## config.mk

```make
export PLATFORM = sky130hd
export DESIGN_NAME = wdg_device_flat
export DESIGN_NICKNAME = d
export VERILOG_FILES = /design/src/shared/wdg_pkg.sv /design/src/shared/wdg_link_if.sv /design/src/verilog/wdg_device.sv /design/src/flat_wrapper.sv
export SDC_FILE = /design/constraint.sdc
export NUM_CORES = 1
export LEC_CHECK = 0
export BUFFER_PORTS_ARGS = -buffer_cell sky130_fd_sc_hd__buf_2
export CAP_MARGIN = 20
export CORE_MARGIN = 3
export CORE_UTILIZATION = 62
export CTS_CLUSTER_DIAMETER = 30
export DETAILED_ROUTE_END_ITERATION = 10
export GPL_ROUTABILITY_DRIVEN = 0
export PLACE_DENSITY_LB_ADDON = 0.05
export SYNTH_ARGS = -nofsm -noshare
export SYNTH_HDL_FRONTEND = slang
export SYNTH_SLANG_ARGS = --single-unit
```

## constraint.sdc

```tcl
create_clock -name clk -period 5.9 [get_ports clk]
set_clock_uncertainty 0.15 [all_clocks]
set_input_delay 0.295 -clock clk [delete_from_list [all_inputs] [get_ports clk]]
set_output_delay 0.295 -clock clk [all_outputs]
set_load 0.02 [all_outputs]
```

## src/shared/wdg_pkg.sv

```systemverilog
package wdg_pkg;

    // ****************************************
    // Clocks and timing
    // ****************************************
    localparam int WDG_CLK_FREQ_HZ = 40000000;
    localparam int WDG_OSC_FREQ_HZ = 128000;
    localparam int WDG_CE_WINDOW_CYC = 4;
    localparam logic [2:0] WDG_CE_LAST = 3'(WDG_CE_WINDOW_CYC - 1);
    localparam logic [20:0] WDG_BASE_TIMEOUT_OSC = 21'h000800;
    localparam logic [3:0] WDG_MAX_PRESC_CODE = 4'h9;

    // ****************************************
    // Register select and field layout
    // ****************************************
    localparam logic WDG_SEL_FLAGS = 1'b0;
    localparam logic WDG_SEL_CTRL = 1'b1;

    localparam int WDG_CTRL_IRQ_FLAG = 7;
    localparam int WDG_CTRL_IRQ_EN = 6;
    localparam int WDG_CTRL_PRESC3 = 5;
    localparam int WDG_CTRL_CHG_EN = 4;
    localparam int WDG_CTRL_RST_EN = 3;
    localparam int WDG_CTRL_PRESC_LO = 0;

    localparam int WDG_FLAG_WDT = 3;
    localparam int WDG_FLAG_BOD = 2;
    localparam int WDG_FLAG_EXT = 1;
    localparam int WDG_FLAG_POR = 0;

    localparam logic [3:0] WDG_FLAGS_RESET = 4'h1;
    localparam logic [3:0] WDG_PRESC_RESET = 4'h0;

    // ****************************************
    // Core command opcodes
    // ****************************************
    localparam logic [1:0] WDG_OP_WRITE = 2'h0;
    localparam logic [1:0] WDG_OP_READ = 2'h1;
    localparam logic [1:0] WDG_OP_RESTART = 2'h2;
    localparam logic [1:0] WDG_OP_VECTOR = 2'h3;

    typedef enum logic [3:0] {
        WDG_MODE_STOP = 4'h1,
        WDG_MODE_IRQ = 4'h2,
        WDG_MODE_RST = 4'h4,
        WDG_MODE_COMBO = 4'h8
    } wdg_mode_t;

    typedef enum logic [2:0] {
        WDG_CPU_IDLE = 3'h1,
        WDG_CPU_ISSUE = 3'h2,
        WDG_CPU_WAIT = 3'h4
    } wdg_cpu_state_t;

endpackage

```

## src/shared/wdg_link_if.sv

```systemverilog
`timescale 1ns/1ps
interface wdg_link_if;
    logic regWr;
    logic regRd;
    logic regSel;
    logic [7:0] wrData;
    logic restart;
    logic vectorAck;
    logic [7:0] rdData;
    logic timeoutIrq;
    logic wdtResetPulse;

    modport dev (
        input regWr,
        input regRd,
        input regSel,
        input wrData,
        input restart,
        input vectorAck,
        output rdData,
        output timeoutIrq,
        output wdtResetPulse
    );

    modport cpu (
        output regWr,
        output regRd,
        output regSel,
        output wrData,
        output restart,
        output vectorAck,
        input rdData,
        input timeoutIrq,
        input wdtResetPulse
    );
endinterface

```

## src/verilog/wdg_device.sv

```systemverilog
// Operation
// Watchdog reset is one-cycle pulse
// Cause flags bits 7..4 read zero
// Watchdog flag set on watchdog reset
// Brown-out flag set on brown-out event
// External flag set on external reset
// Power-on flag cleared only by software
// Software reads then clears flags early
// Counter counts 128 kHz oscillator cycles
// Restart clears counter before time-out
// Interrupt mode raises wake-capable interrupt
// Reset mode resets on expiry
// Combined mode: interrupt, then reset
// Fuse forces reset mode, locks bits
// Clear enable or prescaler needs sequence
// Open sequence: change and reset-enable one
// Within four cycles write new settings
// Time-outs from 16 ms to 8 s
// Watchdog stays enabled after its reset
// Init firmware clears flag and enable
// Watchdog flag holds reset-enable at one
// Change-enable self-clears after four cycles
// Prescaler doubles 2048 to 1048576 cycles
// Time-out sets flag; vector clears it
`timescale 1ns/1ps
module wdg_device
    import wdg_pkg::*;
(
    input wire logic clk,
    input wire logic sys_rst,
    wdg_link_if.dev link,
    input wire logic osc128k,
    input wire logic brownoutIn,
    input wire logic extResetIn,
    input wire logic alwaysOnFuse,
    output logic sysResetPulse,
    output logic wakeIrq
);

    // ****************************************
    // State
    // ****************************************
    typedef struct packed {
        logic [1:0] oscSync;
        logic [1:0] bodSync;
        logic [1:0] extSync;
        logic [1:0] fuseSync;
        logic oscPrev;
        logic bodPrev;
        logic extPrev;
        logic [19:0] count;
        logic irqFlag;
        logic irqEn;
        logic chgEn;
        logic [2:0] chgCnt;
        logic rstEn;
        logic [3:0] presc;
        logic [3:0] causeFlags;
        logic [7:0] rdData;
        logic irqOut;
        logic rstPulse;
    } wdg_dev_state_t;

    wdg_dev_state_t state_r;
    wdg_dev_state_t state_nxt;

    logic oscTick;
    logic bodEvt;
    logic extEvt;
    logic fuseOn;
    logic wdeEff;
    logic ieEff;
    logic running;
    logic timeout;
    logic wdtFire;
    logic [3:0] prescSat;
    logic [20:0] limit;
    logic [7:0] ctrlView;
    wdg_mode_t mode;
    logic wrCe;
    logic wrWde;
    logic [3:0] wrPresc;

    // ****************************************
    // Next-state logic
    // ****************************************
    always_comb begin
        state_nxt = state_r;

        // Pins pass two flops; only the second stage feeds logic
        state_nxt.oscSync = {state_r.oscSync[0], osc128k};
        state_nxt.bodSync = {state_r.bodSync[0], brownoutIn};
        state_nxt.extSync = {state_r.extSync[0], extResetIn};
        state_nxt.fuseSync = {state_r.fuseSync[0], alwaysOnFuse};
        state_nxt.oscPrev = state_r.oscSync[1];
        state_nxt.bodPrev = state_r.bodSync[1];
        state_nxt.extPrev = state_r.extSync[1];

        oscTick = state_r.oscSync[1] & ~state_r.oscPrev;
        bodEvt = state_r.bodSync[1] & ~state_r.bodPrev;
        extEvt = state_r.extSync[1] & ~state_r.extPrev;
        fuseOn = state_r.fuseSync[1];

        wdeEff = state_r.rstEn | state_r.causeFlags[WDG_FLAG_WDT] | fuseOn;
        ieEff = state_r.irqEn & ~fuseOn;

        case ({wdeEff, ieEff})
            2'b01: mode = WDG_MODE_IRQ;
            2'b10: mode = WDG_MODE_RST;
            2'b11: mode = WDG_MODE_COMBO;
            default: mode = WDG_MODE_STOP;
        endcase
        running = (mode != WDG_MODE_STOP);

        // Reserved codes run at the longest period rather than wrapping short
        prescSat = (state_r.presc > WDG_MAX_PRESC_CODE) ? WDG_MAX_PRESC_CODE : state_r.presc;
        limit = WDG_BASE_TIMEOUT_OSC << prescSat;
        // Compare by >= so a shorter period picked mid-count still expires
        timeout = running && oscTick && ({1'b0, state_r.count} >= (limit - 21'h000001));

        // ****************************************
        // Counter
        // ****************************************
        if (!running || link.restart || timeout) begin
            state_nxt.count = 20'h00000;
        end else if (oscTick) begin
            state_nxt.count = state_r.count + 20'h00001;
        end

        // ****************************************
        // Change-enable window
        // ****************************************
        if (state_r.chgEn) begin
            state_nxt.chgCnt = state_r.chgCnt + 3'h1;
            if (state_r.chgCnt == WDG_CE_LAST) begin
                state_nxt.chgEn = 1'b0;
            end
        end

        // ****************************************
        // Register writes
        // ****************************************
        wrCe = link.wrData[WDG_CTRL_CHG_EN];
        wrWde = link.wrData[WDG_CTRL_RST_EN];
        wrPresc = {link.wrData[WDG_CTRL_PRESC3], link.wrData[WDG_CTRL_PRESC_LO +: 3]};

        if (link.regWr && link.regSel == WDG_SEL_CTRL) begin
            if (link.wrData[WDG_CTRL_IRQ_FLAG]) begin
                state_nxt.irqFlag = 1'b0;
            end
            state_nxt.irqEn = link.wrData[WDG_CTRL_IRQ_EN];
            if (wrCe && wrWde) begin
                // Opening write also sets the enable, never clears it
                state_nxt.chgEn = 1'b1;
                state_nxt.chgCnt = 3'h0;
                state_nxt.rstEn = 1'b1;
            end else if (state_r.chgEn && !wrCe) begin
                state_nxt.rstEn = wrWde;
                state_nxt.presc = wrPresc;
                state_nxt.chgEn = 1'b0;
            end else if (wrWde) begin
                // Outside the window only setting the enable takes effect
                state_nxt.rstEn = 1'b1;
            end
        end

        if (link.regWr && link.regSel == WDG_SEL_FLAGS) begin
            // Writing zero clears; writing one leaves the flag as it was
            state_nxt.causeFlags = state_r.causeFlags & link.wrData[3:0];
        end

        if (link.vectorAck) begin
            state_nxt.irqFlag = 1'b0;
            if (wdeEff) begin
                state_nxt.irqEn = 1'b0;
            end
        end

        // ****************************************
        // Time-out actions; they win over clears
        // ****************************************
        wdtFire = 1'b0;
        if (timeout) begin
            case (mode)
                WDG_MODE_IRQ: state_nxt.irqFlag = 1'b1;
                WDG_MODE_RST: wdtFire = 1'b1;
                WDG_MODE_COMBO: begin
                    // A pending unserviced interrupt means the first expiry passed
                    if (state_r.irqFlag) begin
                        wdtFire = 1'b1;
                    end else begin
                        state_nxt.irqFlag = 1'b1;
                    end
                end
                default: wdtFire = 1'b0;
            endcase
        end
        state_nxt.rstPulse = wdtFire;

        // ****************************************
        // Reset causes
        // ****************************************
        if (wdtFire || bodEvt || extEvt) begin
            // System reset clears the control register, not the cause flags
            state_nxt.irqFlag = 1'b0;
            state_nxt.irqEn = 1'b0;
            state_nxt.chgEn = 1'b0;
            state_nxt.chgCnt = 3'h0;
            state_nxt.rstEn = 1'b0;
            state_nxt.presc = WDG_PRESC_RESET;
            state_nxt.count = 20'h00000;
        end
        if (wdtFire) begin
            // Flag keeps the effective enable high, so the dog keeps biting
            state_nxt.causeFlags[WDG_FLAG_WDT] = 1'b1;
        end
        if (bodEvt) begin
            state_nxt.causeFlags[WDG_FLAG_BOD] = 1'b1;
        end
        if (extEvt) begin
            state_nxt.causeFlags[WDG_FLAG_EXT] = 1'b1;
        end

        // ****************************************
        // Read data and outputs
        // ****************************************
        ctrlView = 8'h00;
        ctrlView[WDG_CTRL_IRQ_FLAG] = state_r.irqFlag;
        ctrlView[WDG_CTRL_IRQ_EN] = ieEff;
        ctrlView[WDG_CTRL_PRESC3] = state_r.presc[3];
        ctrlView[WDG_CTRL_CHG_EN] = state_r.chgEn;
        ctrlView[WDG_CTRL_RST_EN] = wdeEff;
        ctrlView[WDG_CTRL_PRESC_LO +: 3] = state_r.presc[2:0];
        if (link.regRd) begin
            if (link.regSel == WDG_SEL_CTRL) begin
                state_nxt.rdData = ctrlView;
            end else begin
                state_nxt.rdData = {4'h0, state_r.causeFlags};
            end
        end

        // Level request; it also serves as the wake-up source in sleep
        state_nxt.irqOut = state_nxt.irqFlag & state_nxt.irqEn & ~fuseOn;
    end

    // ****************************************
    // Registers
    // ****************************************
    always_ff @(posedge clk) begin
        if (sys_rst) begin
            // sys_rst is the power-on reset; it is the only thing that sets that flag
            state_r <= '0;
            state_r.causeFlags <= WDG_FLAGS_RESET;
        end else begin
            state_r <= state_nxt;
        end
    end

    assign link.rdData = state_r.rdData;
    assign link.timeoutIrq = state_r.irqOut;
    assign link.wdtResetPulse = state_r.rstPulse;
    assign sysResetPulse = state_r.rstPulse;
    assign wakeIrq = state_r.irqOut;

endmodule

```

## src/flat_wrapper.sv

```systemverilog
// flat-port wrapper written by rule: the top's interface ports become plain ports
module wdg_device_flat import wdg_pkg::*;
  (clk, sys_rst, osc128k, brownoutIn, extResetIn, alwaysOnFuse, sysResetPulse, wakeIrq, link_regWr, link_regRd, link_regSel, link_wrData, link_restart, link_vectorAck, link_rdData, link_timeoutIrq, link_wdtResetPulse);
  wdg_link_if link_i ();
  input wire logic clk;
  input wire logic sys_rst;
  input wire logic osc128k;
  input wire logic brownoutIn;
  input wire logic extResetIn;
  input wire logic alwaysOnFuse;
  output logic sysResetPulse;
  output logic wakeIrq;
  input wire logic [$bits(link_i.regWr)-1:0] link_regWr;
  input wire logic [$bits(link_i.regRd)-1:0] link_regRd;
  input wire logic [$bits(link_i.regSel)-1:0] link_regSel;
  input wire logic [$bits(link_i.wrData)-1:0] link_wrData;
  input wire logic [$bits(link_i.restart)-1:0] link_restart;
  input wire logic [$bits(link_i.vectorAck)-1:0] link_vectorAck;
  output wire logic [$bits(link_i.rdData)-1:0] link_rdData;
  output wire logic [$bits(link_i.timeoutIrq)-1:0] link_timeoutIrq;
  output wire logic [$bits(link_i.wdtResetPulse)-1:0] link_wdtResetPulse;
  assign link_i.regWr = link_regWr;
  assign link_i.regRd = link_regRd;
  assign link_i.regSel = link_regSel;
  assign link_i.wrData = link_wrData;
  assign link_i.restart = link_restart;
  assign link_i.vectorAck = link_vectorAck;
  assign link_rdData = link_i.rdData;
  assign link_timeoutIrq = link_i.timeoutIrq;
  assign link_wdtResetPulse = link_i.wdtResetPulse;
  wdg_device u_core (.clk(clk), .sys_rst(sys_rst), .link(link_i), .osc128k(osc128k), .brownoutIn(brownoutIn), .extResetIn(extResetIn), .alwaysOnFuse(alwaysOnFuse), .sysResetPulse(sysResetPulse), .wakeIrq(wakeIrq));
endmodule
```

# Yosys cells after proc, flatten, opt, wreduce, memory -nomap -nowiden

Index checks and enable logic that the tools add are counted.

Bits in registers: 56
Input bits: 19
Output and inout port bits: 12
Word-level logic and storage cells: 98

Add/sub/neg operators: 3
Order comparisons: 2
Equality and inequality tests: 8
Shift operators: 1
Multiplexer cells: 28
Bitwise logic cells: 15
Reduce and logical (&&, ||, !) cells: 20

Operators by type and width:

| cell                                                                  | count |
|---|---|
| 11-bit 2-to-1 mux                                                     | 2 |
| 20-bit by 21-bit greater-or-equal comparator with 1-bit output        | 1 |
| 12-bit by 4-bit left shift with 21-bit output, first input constant   | 1 |
| 21-bit by 1-bit subtractor with 21-bit output, second input constant  | 1 |
| 20-bit by 1-bit adder with 20-bit output, second input constant       | 1 |
| 4-bit 2-to-1 mux                                                      | 5 |
| 1-bit 2-to-1 mux                                                      | 15 |
| 4-bit case mux with 3 select lines                                    | 1 |
| 8-bit 2-to-1 mux                                                      | 1 |
| 1-bit AND                                                             | 6 |
| 1-bit logical AND                                                     | 6 |
| 1-bit inverter                                                        | 6 |
| 2-bit nonzero test                                                    | 3 |
| 4-bit AND                                                             | 1 |
| 2-bit equality test, second input constant                            | 2 |
| 4-bit by 2-bit equality test with 1-bit output, second input constant | 1 |
| 4-bit by 3-bit equality test with 1-bit output, second input constant | 1 |
| 4-bit equality test, second input constant                            | 1 |
| 4-bit greater-than comparator, second input constant                  | 1 |
| 1-bit logical OR                                                      | 4 |
| 4-bit by 1-bit != test with 1-bit output, second input constant       | 1 |
| 1-bit case mux with 2 select lines                                    | 2 |
| 3-bit by 1-bit adder with 3-bit output, second input constant         | 1 |
| 3-bit by 2-bit equality test with 1-bit output, second input constant | 1 |
| 10 further kinds                                                      | 12 |

# Logic depth before layout (Yosys ltp)

Gate-level depths: netlist of the first run.

Word-level depth: 14
Mapped depth: 14
Depth with buffers taken out: 12

# Worst setup path before layout of the first run

OpenSTA, ideal clock, no wires.

Path kind: register to register
Start: reg u_core.state_r, in the netlist u_core.ctrlView[2]
End: reg u_core.state_r, in the netlist u_core.link.timeoutIrq
Setup time: 0.103 ns
Arrival time: 2.696 ns
Data required time: 5.647 ns
Path slack: 2.951 ns
Stages on the path, launching flop included: 14
Path buffers: 1
Clock period less this slack: 2.949 ns
Cells stage by stage: dfxtp_1 clkbuf_1 nor2_1 nand3_1 ha_1 nor3_1 a21oi_1 o21a_1 ha_1 nand4_1 o22ai_1 a211oi_1 a2111o_1 a2111oi_2

Word-level cells in the longest chain between the ends: 12
Elaborated cells between the ends (all ways): 13
Classes of those cells: 1 x add/sub; 2 x order compare; 1 x shift; 4 x mux; 2 x bitwise; 3 x reduce/logical

Ends and longest elaborated chain:

| what                                                               | RTL line          | RTL |
|---|---|---|
| from (decl)                                                        | wdg_device.sv:64  | `wdg_dev_state_t state_r;` |
| from (signal assigned)                                             | wdg_device.sv:255 | `state_r <= state_nxt;` |
| 4-bit greater-than comparator                                      | wdg_device.sv:116 | `prescSat = (state_r.presc > WDG_MAX_PRESC_CODE) ? WDG_MAX_PRESC_CODE : state_r.presc;` |
| 4-bit 2-to-1 mux (*)                                               | wdg_device.sv:116 |  |
| 12-bit by 4-bit left shift with 21-bit output (*)                  | wdg_device.sv:117 | `limit = WDG_BASE_TIMEOUT_OSC << prescSat;` |
| 21-bit by 1-bit subtractor with 21-bit output (*)                  | wdg_device.sv:119 | `timeout = running && oscTick && ({1'b0, state_r.count} >= (limit - 21'h000001));` |
| 20-bit by 21-bit greater-or-equal comparator with 1-bit output (*) | wdg_device.sv:119 |  |
| 1-bit logical AND (*)                                              | wdg_device.sv:119 |  |
| 1-bit 2-to-1 mux                                                   | wdg_device.sv:183 | `if (timeout) begin` |
| 1-bit logical OR (2 in series)                                     | wdg_device.sv:203 | `if (wdtFire \|\| bodEvt \|\| extEvt) begin` |
| 11-bit 2-to-1 mux (*)                                              | wdg_device.sv:203 |  |
| 1-bit AND (*) (2 in series)                                        | wdg_device.sv:243 | `state_nxt.irqOut = state_nxt.irqFlag & state_nxt.irqEn & ~fuseOn;` |

Mark *: on every way between the ends. The rest lies on a longest branch, timed or not.
A chain may end at the register's enable or synchronous reset.

# Worst setup path in the final report of the first run

Start: reg u_core.state_r, in the netlist u_core.ctrlView[2]
End: reg u_core.state_r[44] (netlist bit)

Word-level cells in the longest chain between the ends: 10
Elaborated cells between the ends (all ways): 11
Classes of those cells: 1 x add/sub; 2 x order compare; 1 x shift; 2 x mux; 5 x reduce/logical

Ends and longest elaborated chain:

| what                                                               | RTL line |
|---|---|
| 4-bit greater-than comparator                                      | wdg_device.sv:116 |
| 4-bit 2-to-1 mux (*)                                               | wdg_device.sv:116 |
| 12-bit by 4-bit left shift with 21-bit output (*)                  | wdg_device.sv:117 |
| 21-bit by 1-bit subtractor with 21-bit output (*)                  | wdg_device.sv:119 |
| 20-bit by 21-bit greater-or-equal comparator with 1-bit output (*) | wdg_device.sv:119 |
| 1-bit logical AND (*)                                              | wdg_device.sv:119 |
| 1-bit 2-to-1 mux                                                   | wdg_device.sv:183 |
| 1-bit logical OR (2 in series)                                     | wdg_device.sv:203 |
| 3-bit OR reduction (no source line) (*)                            | - |

Marks and branches as above.

==> results of run 1 <==
## cells by family (layout without fill, tap and decap cells)
group,count (synthesis),count (layout),synth area share
AO/OA/AOI/OAI,45,45,0.116
XOR/XNOR,21,21,0.0687
adder cells (fa/ha/maj),13,13,0.0607
buffers and inverters,29,45,0.0546
flip-flops,56,56,0.418
multiplexers,10,10,0.0374
AND/OR/NAND/NOR,122,122,0.244
## area by class of cell
class                           count  area (sq um)
Tap cell                           50          62.6
Multi-Input combinational cell    211          1420
Inverter                            6          22.5
Fill cell                         348          1220
Clock inverter                      2          16.3
Sequential cell                    56          1120
Timing Repair Buffer               31           158
Clock buffer                        6          72.6
## metrics by stage
step	hold slack [ns]	util	power, mW	area (sq um)	setup slack [ns]
after detailed placement	0.281	0.680	0.435	2780	2.54
final	0.0470	0.702	0.633	2870	2.57
after floorplan	0.217	-	0.422	2680	2.95
after CTS	0.0387	0.702	0.639	2870	2.53
after global placement	0.268	0.680	0.434	2780	2.74
after global routing	0.0395	0.702	0.658	2870	2.24
## Yosys cell counts (7+ instances only)
master | instances | area (sq um)
nand3_1 | 10 | 50.1
clkbuf_1 | 12 | 45.0
xnor2_1 | 14 | 123
nand2b_1 | 9 | 56.3
ha_1 | 13 | 163
nor2_1 | 24 | 90.1
nor2b_1 | 16 | 100
nor3_1 | 26 | 130
mux2i_1 | 10 | 100
xor2_1 | 7 | 61.3
buf_4 | 10 | 75.1
dfxtp_1 | 56 | 1120
a21oi_1 | 16 | 80.1
nand2_1 | 11 | 41.3
## flip-flops by register name (all words and copies together), names as in the netlist
| register | cells |
|---|---|
| u_core.ctrlView | 6 |
| u_core.fuseOn | 1 |
| u_core.link.rdData | 8 |
| u_core.link.timeoutIrq | 1 |
| u_core.link.wdtResetPulse | 1 |
| u_core.state_nxt | 7 |
| u_core.state_r | 32 |
## layer usage
metal  GRT usage  vias to the layer above  routed length, microns
met3      0.0575                        6                     182
li1            -                     1065                       -
met5           0                        -                       0
met1       0.282                      956                    2440
met4      0.0647                        0                      58
met2       0.333                       28                    2360
## worst min path at each step
| stage | startpoint | to | slack [ns] |
|---|---|---|---|
| after CTS | extResetIn | u_core.state_nxt[51] | 0.04 |
| after detailed placement | u_core.state_nxt[49] | u_core.fuseOn | 0.28 |
| final | alwaysOnFuse | u_core.state_nxt[49] | 0.05 |
| after global placement | u_core.state_nxt[55] | u_core.state_nxt[47] | 0.27 |
| after global routing | extResetIn | u_core.state_nxt[51] | 0.04 |
| after floorplan | sys_rst | u_core.fuseOn | 0.22 |
## worst register-to-register path, stage by stage (launching register included)
cell and delay (ns):
dfxtp_1 0.40, nor2_1 0.18, nand3_1 0.11, ha_1 0.26
nor3_1 0.14, a21oi_1 0.06, o21a_1 0.18, ha_1 0.29
nand4_1 0.13, o22ai_1 0.30, a211oi_1 0.12, a21oi_2 0.72
nor3_1 0.15
## power by group through the flow
stage                     sequential [mW]  clock [mW]  combinational [mW]
after floorplan                     0.396           0              0.0263
after global placement              0.397           0              0.0370
after detailed placement            0.397           0              0.0377
after CTS                           0.389       0.213              0.0377
after global routing                0.389       0.227              0.0421
final                               0.388       0.207              0.0377
==> metrics.md, run 1 <==
| Metric | Value |
|---|---|
| Sequential power share | 0.614 |
| P_int | 485 uW |
| Total Routing Usage GR | 0.211 |
| Iteration count of the initial detailed-routing pass | 4 |
| Worst R2R Path Depth | 12 |
| Clock Path Buffers | 2 |
| RR Endpoint | u_core.state_r[44] |
| Layout cell share with drive strength beyond 1 | 0.154 |
| Top FF cell, synth | dfxtp_1 |
| Die area | 5150 sq um |
| Area Growth Syn to Fin | 7.05% |
| Register area share after synthesis | 0.418 |
| Setup Fix Bufs, Post-CTS | 0 |
| Final setup violation count | 0 |
| Commonest non-fill, non-tap cell in the layout | dfxtp_1 |
| Initial antenna violation count | 0 |
| Synthesized cell area | 2680 sq um |
| CTS root buf | clkbuf_8 |
| Die width | 71.7 microns |
| Worst R2R Setup Slack | 2.57 ns |
| Largest stage delay, worst path | 0.72 ns |
| # DRC | 0 |
| Slew HR | 0.372 |
| Total Negative Setup Slacks | 0 ns |
| Final wirelength | 5040 microns |
| GRT Residual Overflow | 0 |
| Core area | 4090 sq um |
| Worst-path clk slew | 0.10 ns |
| Hold Fails Final Rpt | 0 |
| Commonest non-fill, non-tap cells in the layout | dfxtp_1, buf_2, nor3_1, nor2_1, nor2b_1 |
| Worst Path Buf+Inv | 0 |
| Vias | 2055 |
| Outcome | finished, final reports clean |
| Htree depth | 2 |
| Critical Path Slowest Stage Cell | a21oi_2 |
| CP Launch Type | register |
| Final Max Slew Viols | 0 |
| Critical Path RT | 5.91 ns |
| CTS Buf Count | 5 |
| Setup crit start | u_core.ctrlView[2] |
| HPWL Detailed | 3770 microns |
| Cts hold-fix bufs | 0 |
| Reg2reg start | u_core.ctrlView[2] |
| Clk pwr share | 0.326 |
| Post_cts resized | 0 |
| CTS sink count | 56 |
| Crit Path Max Fanout | 20 |
| Critical path class | reg -> reg |
| Avg Cell Area, Syn | 9.05 sq um |
| Crit path capture | u_core.state_r[44] |
| Sw Ratio | 0.234 |
| First-pass GRT wire length | 8590 microns |
| Clk_lat worst skew | 0.31 ns |
| Post-Place Cells | 354 |
| Maxcap violations | 0 |
| Final period util | 0.565 |
| Sw Pwr | 148 uW |
| FFs w/ async S/R, synth | 0 |
| Nets | 343 |
| DRC violation total after the first TritonRoute iteration | 144 |
| Delay-heaviest family, CP | compound AO/OA/AOI/OAI gates |
| Maximum vdd ir drop | 0.166 mV |
| CP Data Arrival Time | 3.34 ns |
| RSZ-0062 raised after global routing | no |
| ANT cells | 0 |
| I/O Buffers | 30 |
| Row Count | 23 |
| Ports | 31 |
| Syn. warnings | 0 |
| Crit path depth | 12 |
| CTS tree | yes |
| Critical path endpoint category | register |
| Cell Count, Final, Fillers Out | 362 |
| Seq cells post-synth | 56 |
| Worst-Margin Slew | 0.933 ns |
| Static Leak | 1.10 nW |
| Largest net degree at the start of global routing | 26 |
| Height of the die | 71.7 microns |
| Routed Antenna Nets | 0 |
| WL per Instance | 13.9 microns |
| Yosys cell types | 44 |
| Synthesized net count | 328 |
| Post-synth EDFFs | 0 |
| CP Cell Sequence | nor2_1 > nand3_1 > ha_1 > nor3_1 > a21oi_1 > o21a_1 > ha_1 > nand4_1 > o22ai_1 > a211oi_1 > a21oi_2 > nor3_1 |
| Power density cells | 221 nW/um^2 |
| Syn Inst Count | 296 |
| Hold Crit Depth | 2 |
| Fmax achieved | 300 MHz |
| Final min period | 3.33 ns |
| HP Class | in -> reg |
| Via-per-instance ratio | 5.68 |
| Effective utilization at floorplan | 0.656 |
| Number of global-route vias before repair | 1891 |
| Power share of the combinational group | 0.060 |
No activity file was read; power rests on OpenSTA's default activity.
==> run 2: changes to the inputs <==
--- a/config.mk
+++ b/config.mk
@@ -5,10 +5,11 @@
 export SDC_FILE = /design/constraint.sdc
 export NUM_CORES = 1
 export LEC_CHECK = 0
+export ABC_AREA = 1
 export BUFFER_PORTS_ARGS = -buffer_cell sky130_fd_sc_hd__buf_2
 export CAP_MARGIN = 20
 export CORE_MARGIN = 3
-export CORE_UTILIZATION = 62
+export CORE_UTILIZATION = 58
 export CTS_CLUSTER_DIAMETER = 30
 export DETAILED_ROUTE_END_ITERATION = 10
 export GPL_ROUTABILITY_DRIVEN = 0
==> constraint.sdc (replaced) <==
create_clock -name clk -period 3.2 [get_ports clk]
set_clock_uncertainty 0.15 [all_clocks]
set_input_delay 0.16 -clock clk [delete_from_list [all_inputs] [get_ports clk]]
set_output_delay 0.16 -clock clk [all_outputs]
set_load 0.02 [all_outputs]
==> metrics.md, run 2 <==
| Metric | Value |
|---|---|
| Ports | 31 (unchanged) |
| Critical Path RT | 3.31 ns (-2.60 ns) |
| Fmax achieved | 354 MHz (+18%) |
| Biggest register | u_core.state_r |
| Effective utilization at floorplan | 0.615 (-0.0403) |
| Initial antenna violation count | 0 (unchanged) |
| Final Util | 0.688 (-0.0133) |
| Fillers | 394 (+13%) |
| CP Data Arrival Time | 2.94 ns (-0.40 ns) |
| CP Launch Type | register |
| I/O Buffers | 30 (unchanged) |
| Area Growth Syn to Fin | 11.9% |
| CTS tree | yes |
| Most frequent cell after synthesis | nor2_1 |
| GR Util met3 | 0.0401 (-0.0175) |
| Maximum vdd ir drop | 0.259 mV (+56%) |
| Top FF cell, synth | dfxtp_1 |
| Static Leak | 1.35 nW (+22%) |
| Register area share after synthesis | 0.407 (-0.0112) |
| Delay-heaviest family, CP | simple AND/OR/NAND/NOR gates |
| Clock Path Buffers | 2 (unchanged) |
| Via-per-instance ratio | 5.12 (-9.8%) |
| Synthesized cell area | 2750 sq um (+2.8%) |
| Yosys cell types | 33 (-25%) |
| # DRC | 0 (unchanged) |
| Synth top area share | 0.407 (-0.0112) |
| Nets | 432 (+26%) |
| Number of flip-flops in the largest register | 32 (unchanged) |
| RR Endpoint | u_core.state_r[21] |
| ANT cells | 0 (unchanged) |
| CTS root buf | clkbuf_8 |
| Crit Path Max Fanout | 9 (-55%) |
| Total Negative Setup Slacks | 0 ns (unchanged) |
| Min Hold Slack | 0.0131 ns (-0.0339 ns) |
| Most used cell, CP | nor2_1 |
| Worst R2R Path Depth | 18 (+6) |
| Vias | 2320 (+13%) |
| GR met2 Demand/Resource | 0.323 (-0.00964) |
| Worst-Margin Slew | 0.365 ns (-0.569 ns) |
| Routed Antenna Nets | 0 (unchanged) |
| Slew HR | 0.757 (+0.385) |
| Crit path capture | u_core.state_r[21] |
| HPWL Detailed | 3930 microns (+4.2%) |
| Number of global-route vias before repair | 2086 (+10%) |
| First-pass GRT wire length | 8610 microns (+0.24%) |
| Critical Path Slowest Stage Cell | dfxtp_1 |
| CP Cell Sequence | nor2_1 > inv_1 > nor3_2 > inv_1 > ha_1 > nand2_1 > xor2_1 > ha_1 > and3_1 > nand2_1 > nor2_1 > nor2_1 > nand3_1 > nand3_1 > nand2_2 > inv_1 > nand2_1 > nor2_1 |
| Met1 Track Usage GR | 0.257 (-0.0250) |
| Maxcap violations | 0 (unchanged) |
| CTS sink count | 56 (unchanged) |
| Row Count | 24 (+4.3%) |
| Htree depth | 2 (unchanged) |
| Largest net degree at the start of global routing | 22 (-15%) |
| Reg area | 1120 sq um (unchanged) |
| Final period util | 0.884 (+0.319) |
| DRC violation total after the first TritonRoute iteration | 106 (-26%) |
| GRT Residual Overflow | 0 (unchanged) |
| Layer carrying the most global-route usage | met2 |
| CTS Buf Count | 5 (unchanged) |
| Syn. warnings | 0 (unchanged) |
| HP Class | in -> reg |
| Commonest cells in the netlist | nor2_1, dfxtp_1, nand2_1, inv_1, a21oi_1 |
| Final setup violation count | 0 (unchanged) |
| Layout cell share with drive strength beyond 1 | 0.152 (-0.00173) |
| Seq cells post-synth | 56 (unchanged) |
| Commonest non-fill, non-tap cells in the layout | nor2_1, dfxtp_1, nand2_1, inv_1, buf_2 |
| Commonest non-fill, non-tap cell in the layout | nor2_1 |
| Final min period | 2.83 ns (-0.503 ns) |
| Worst-path clk slew | 0.11 ns (about the same) |
| Reg2reg start | u_core.ctrlView[1] |
| Clk_lat worst skew | 0.31 ns (about the same) |
| Die width | 74.9 microns (+4.4%) |
| Setup crit start | u_core.ctrlView[1] |
| Critical path class | reg -> reg |
| Crit path depth | 18 (+6) |
| Final wirelength | 5160 microns (+2.5%) |
| Multi-input logic area | 1340 sq um (-5.2%) |
| RSZ-0062 raised after global routing | no |
| Top cells by area, synth | dfxtp_1, nor2_1, nand2_1 |
| Avg Cell Area, Syn | 7.50 sq um (-17%) |
| Critical path endpoint category | register |
| Worst Path Buf+Inv | 3 (+3) |
| Core area | 4470 sq um (+9.5%) |
| Power, Total | 1.21 mW (+92%) |
| Worst R2R Setup Slack | 0.37 ns (-2.20 ns) |
| Synthesized net count | 399 (+22%) |
| Height of the die | 74.9 microns (+4.4%) |
| Outcome | finished, final reports clean |
| FFs w/ async S/R, synth | 0 (unchanged) |
| WL per Instance | 11.4 microns (-18%) |
| Iteration count of the initial detailed-routing pass | 4 (unchanged) |
| Syn Inst Count | 367 (+24%) |
| Post-synth EDFFs | 0 (unchanged) |
| Hold Fails Final Rpt | 0 (unchanged) |
| Total Routing Usage GR | 0.198 (-0.0131) |
| Largest stage delay, worst path | 0.36 ns (-0.36 ns) |
| Yosys top cell by area | dfxtp_1 |
| Final Max Slew Viols | 0 (unchanged) |
| Die area | 5610 sq um (+9.0%) |
| Power density cells | 394 nW/um^2 (+79%) |
run 2: cell types whose count changed in the layout (fill, tap and decap cells not counted), sizes merged, moves of 8 or more:
cell	previous run	this run
dlygate4sd3	0	10
inv	6	54
mux2i	10	0
nand2	11	62
nand2b	9	0
nor2	24	66
nor2b	16	0
nor3	26	9
o21ai	5	17
xnor2	14	6
run 2: per-stage QoR:
step | setup slack (ns) | instance area, sq um | cells
6_report | 0.373 | 3080 | 453
5_1_grt | 0.0383 | 3080 | 453
4_1_cts | 0.355 | 3080 | 453
3_5_place_dp | 0.450 | 2880 | 435
3_3_place_gp | 0.534 | 2880 | 435
2_1_floorplan | 0.693 | 2750 | 367
run 2: cells by family after synthesis:
group | Yosys count | share of synthesized area
AO/OA/AOI/OAI | 47 | 0.0950
XOR/XNOR | 15 | 0.0477
adder cells (fa/ha/maj) | 13 | 0.0591
buffers and inverters | 68 | 0.107
flip-flops | 56 | 0.407
AND/OR/NAND/NOR | 168 | 0.284
run 2: how the worst min path moves through the flow:
stage | from | end | slack (ns) | depth (start not counted)
after floorplan | alwaysOnFuse | u_core.state_nxt[49] | 0.12 | 2
after global placement | brownoutIn | u_core.state_nxt[53] | 0.21 | 3
after detailed placement | extResetIn | u_core.state_nxt[51] | 0.22 | 3
after CTS | link_wrData[2] | u_core.state_r[12] | 0.007 | 3
after global routing | link_wrData[2] | u_core.ctrlView[2] | 0.03 | 3
final | link_wrData[5] | u_core.ctrlView[5] | 0.01 | 3
run 2: timing repair:
item,in CTS,in global routing
setup buffers,0,0
endpoints found under the hold margin,12,0
setup endpoints to repair,0,3
gates resized for setup,0,1
hold buffers,10,0
run 2: report_power, final:
part / switching, mW / leakage (nW) / internal, mW
sequential: 0.00608 / 0.455 / 0.710
combinational: 0.0511 / 0.851 / 0.0364
clock: 0.248 / 0.0463 / 0.161
total: 0.305 / 1.35 / 0.908
run 2: area by class of cell:
cell class,count,area share
Clock inverter,3,0.00894
Multi-Input combinational cell,243,0.435
Sequential cell,56,0.364
Tap cell,52,0.0211
Timing Repair Buffer,41,0.0837
Inverter,53,0.0646
Clock buffer,5,0.0223
run 2: layer usage:
metal | up-vias | wire length (microns)
met1 | 1043 | 2560
met3 | 8 | 209
li1 | 1223 | -
met5 | - | 0
met4 | 0 | 68
met2 | 46 | 2320
run 2: worst reg2reg max path, delay by kind of cell, from the launching register on:
family                     cells  cell delay, ns
xor gates and xnor gates       1            0.21
adders and majority gates      2            0.48
buffers and inverters          3            0.25
DFF                            1            0.36
and+or+nand+nor               12            1.31
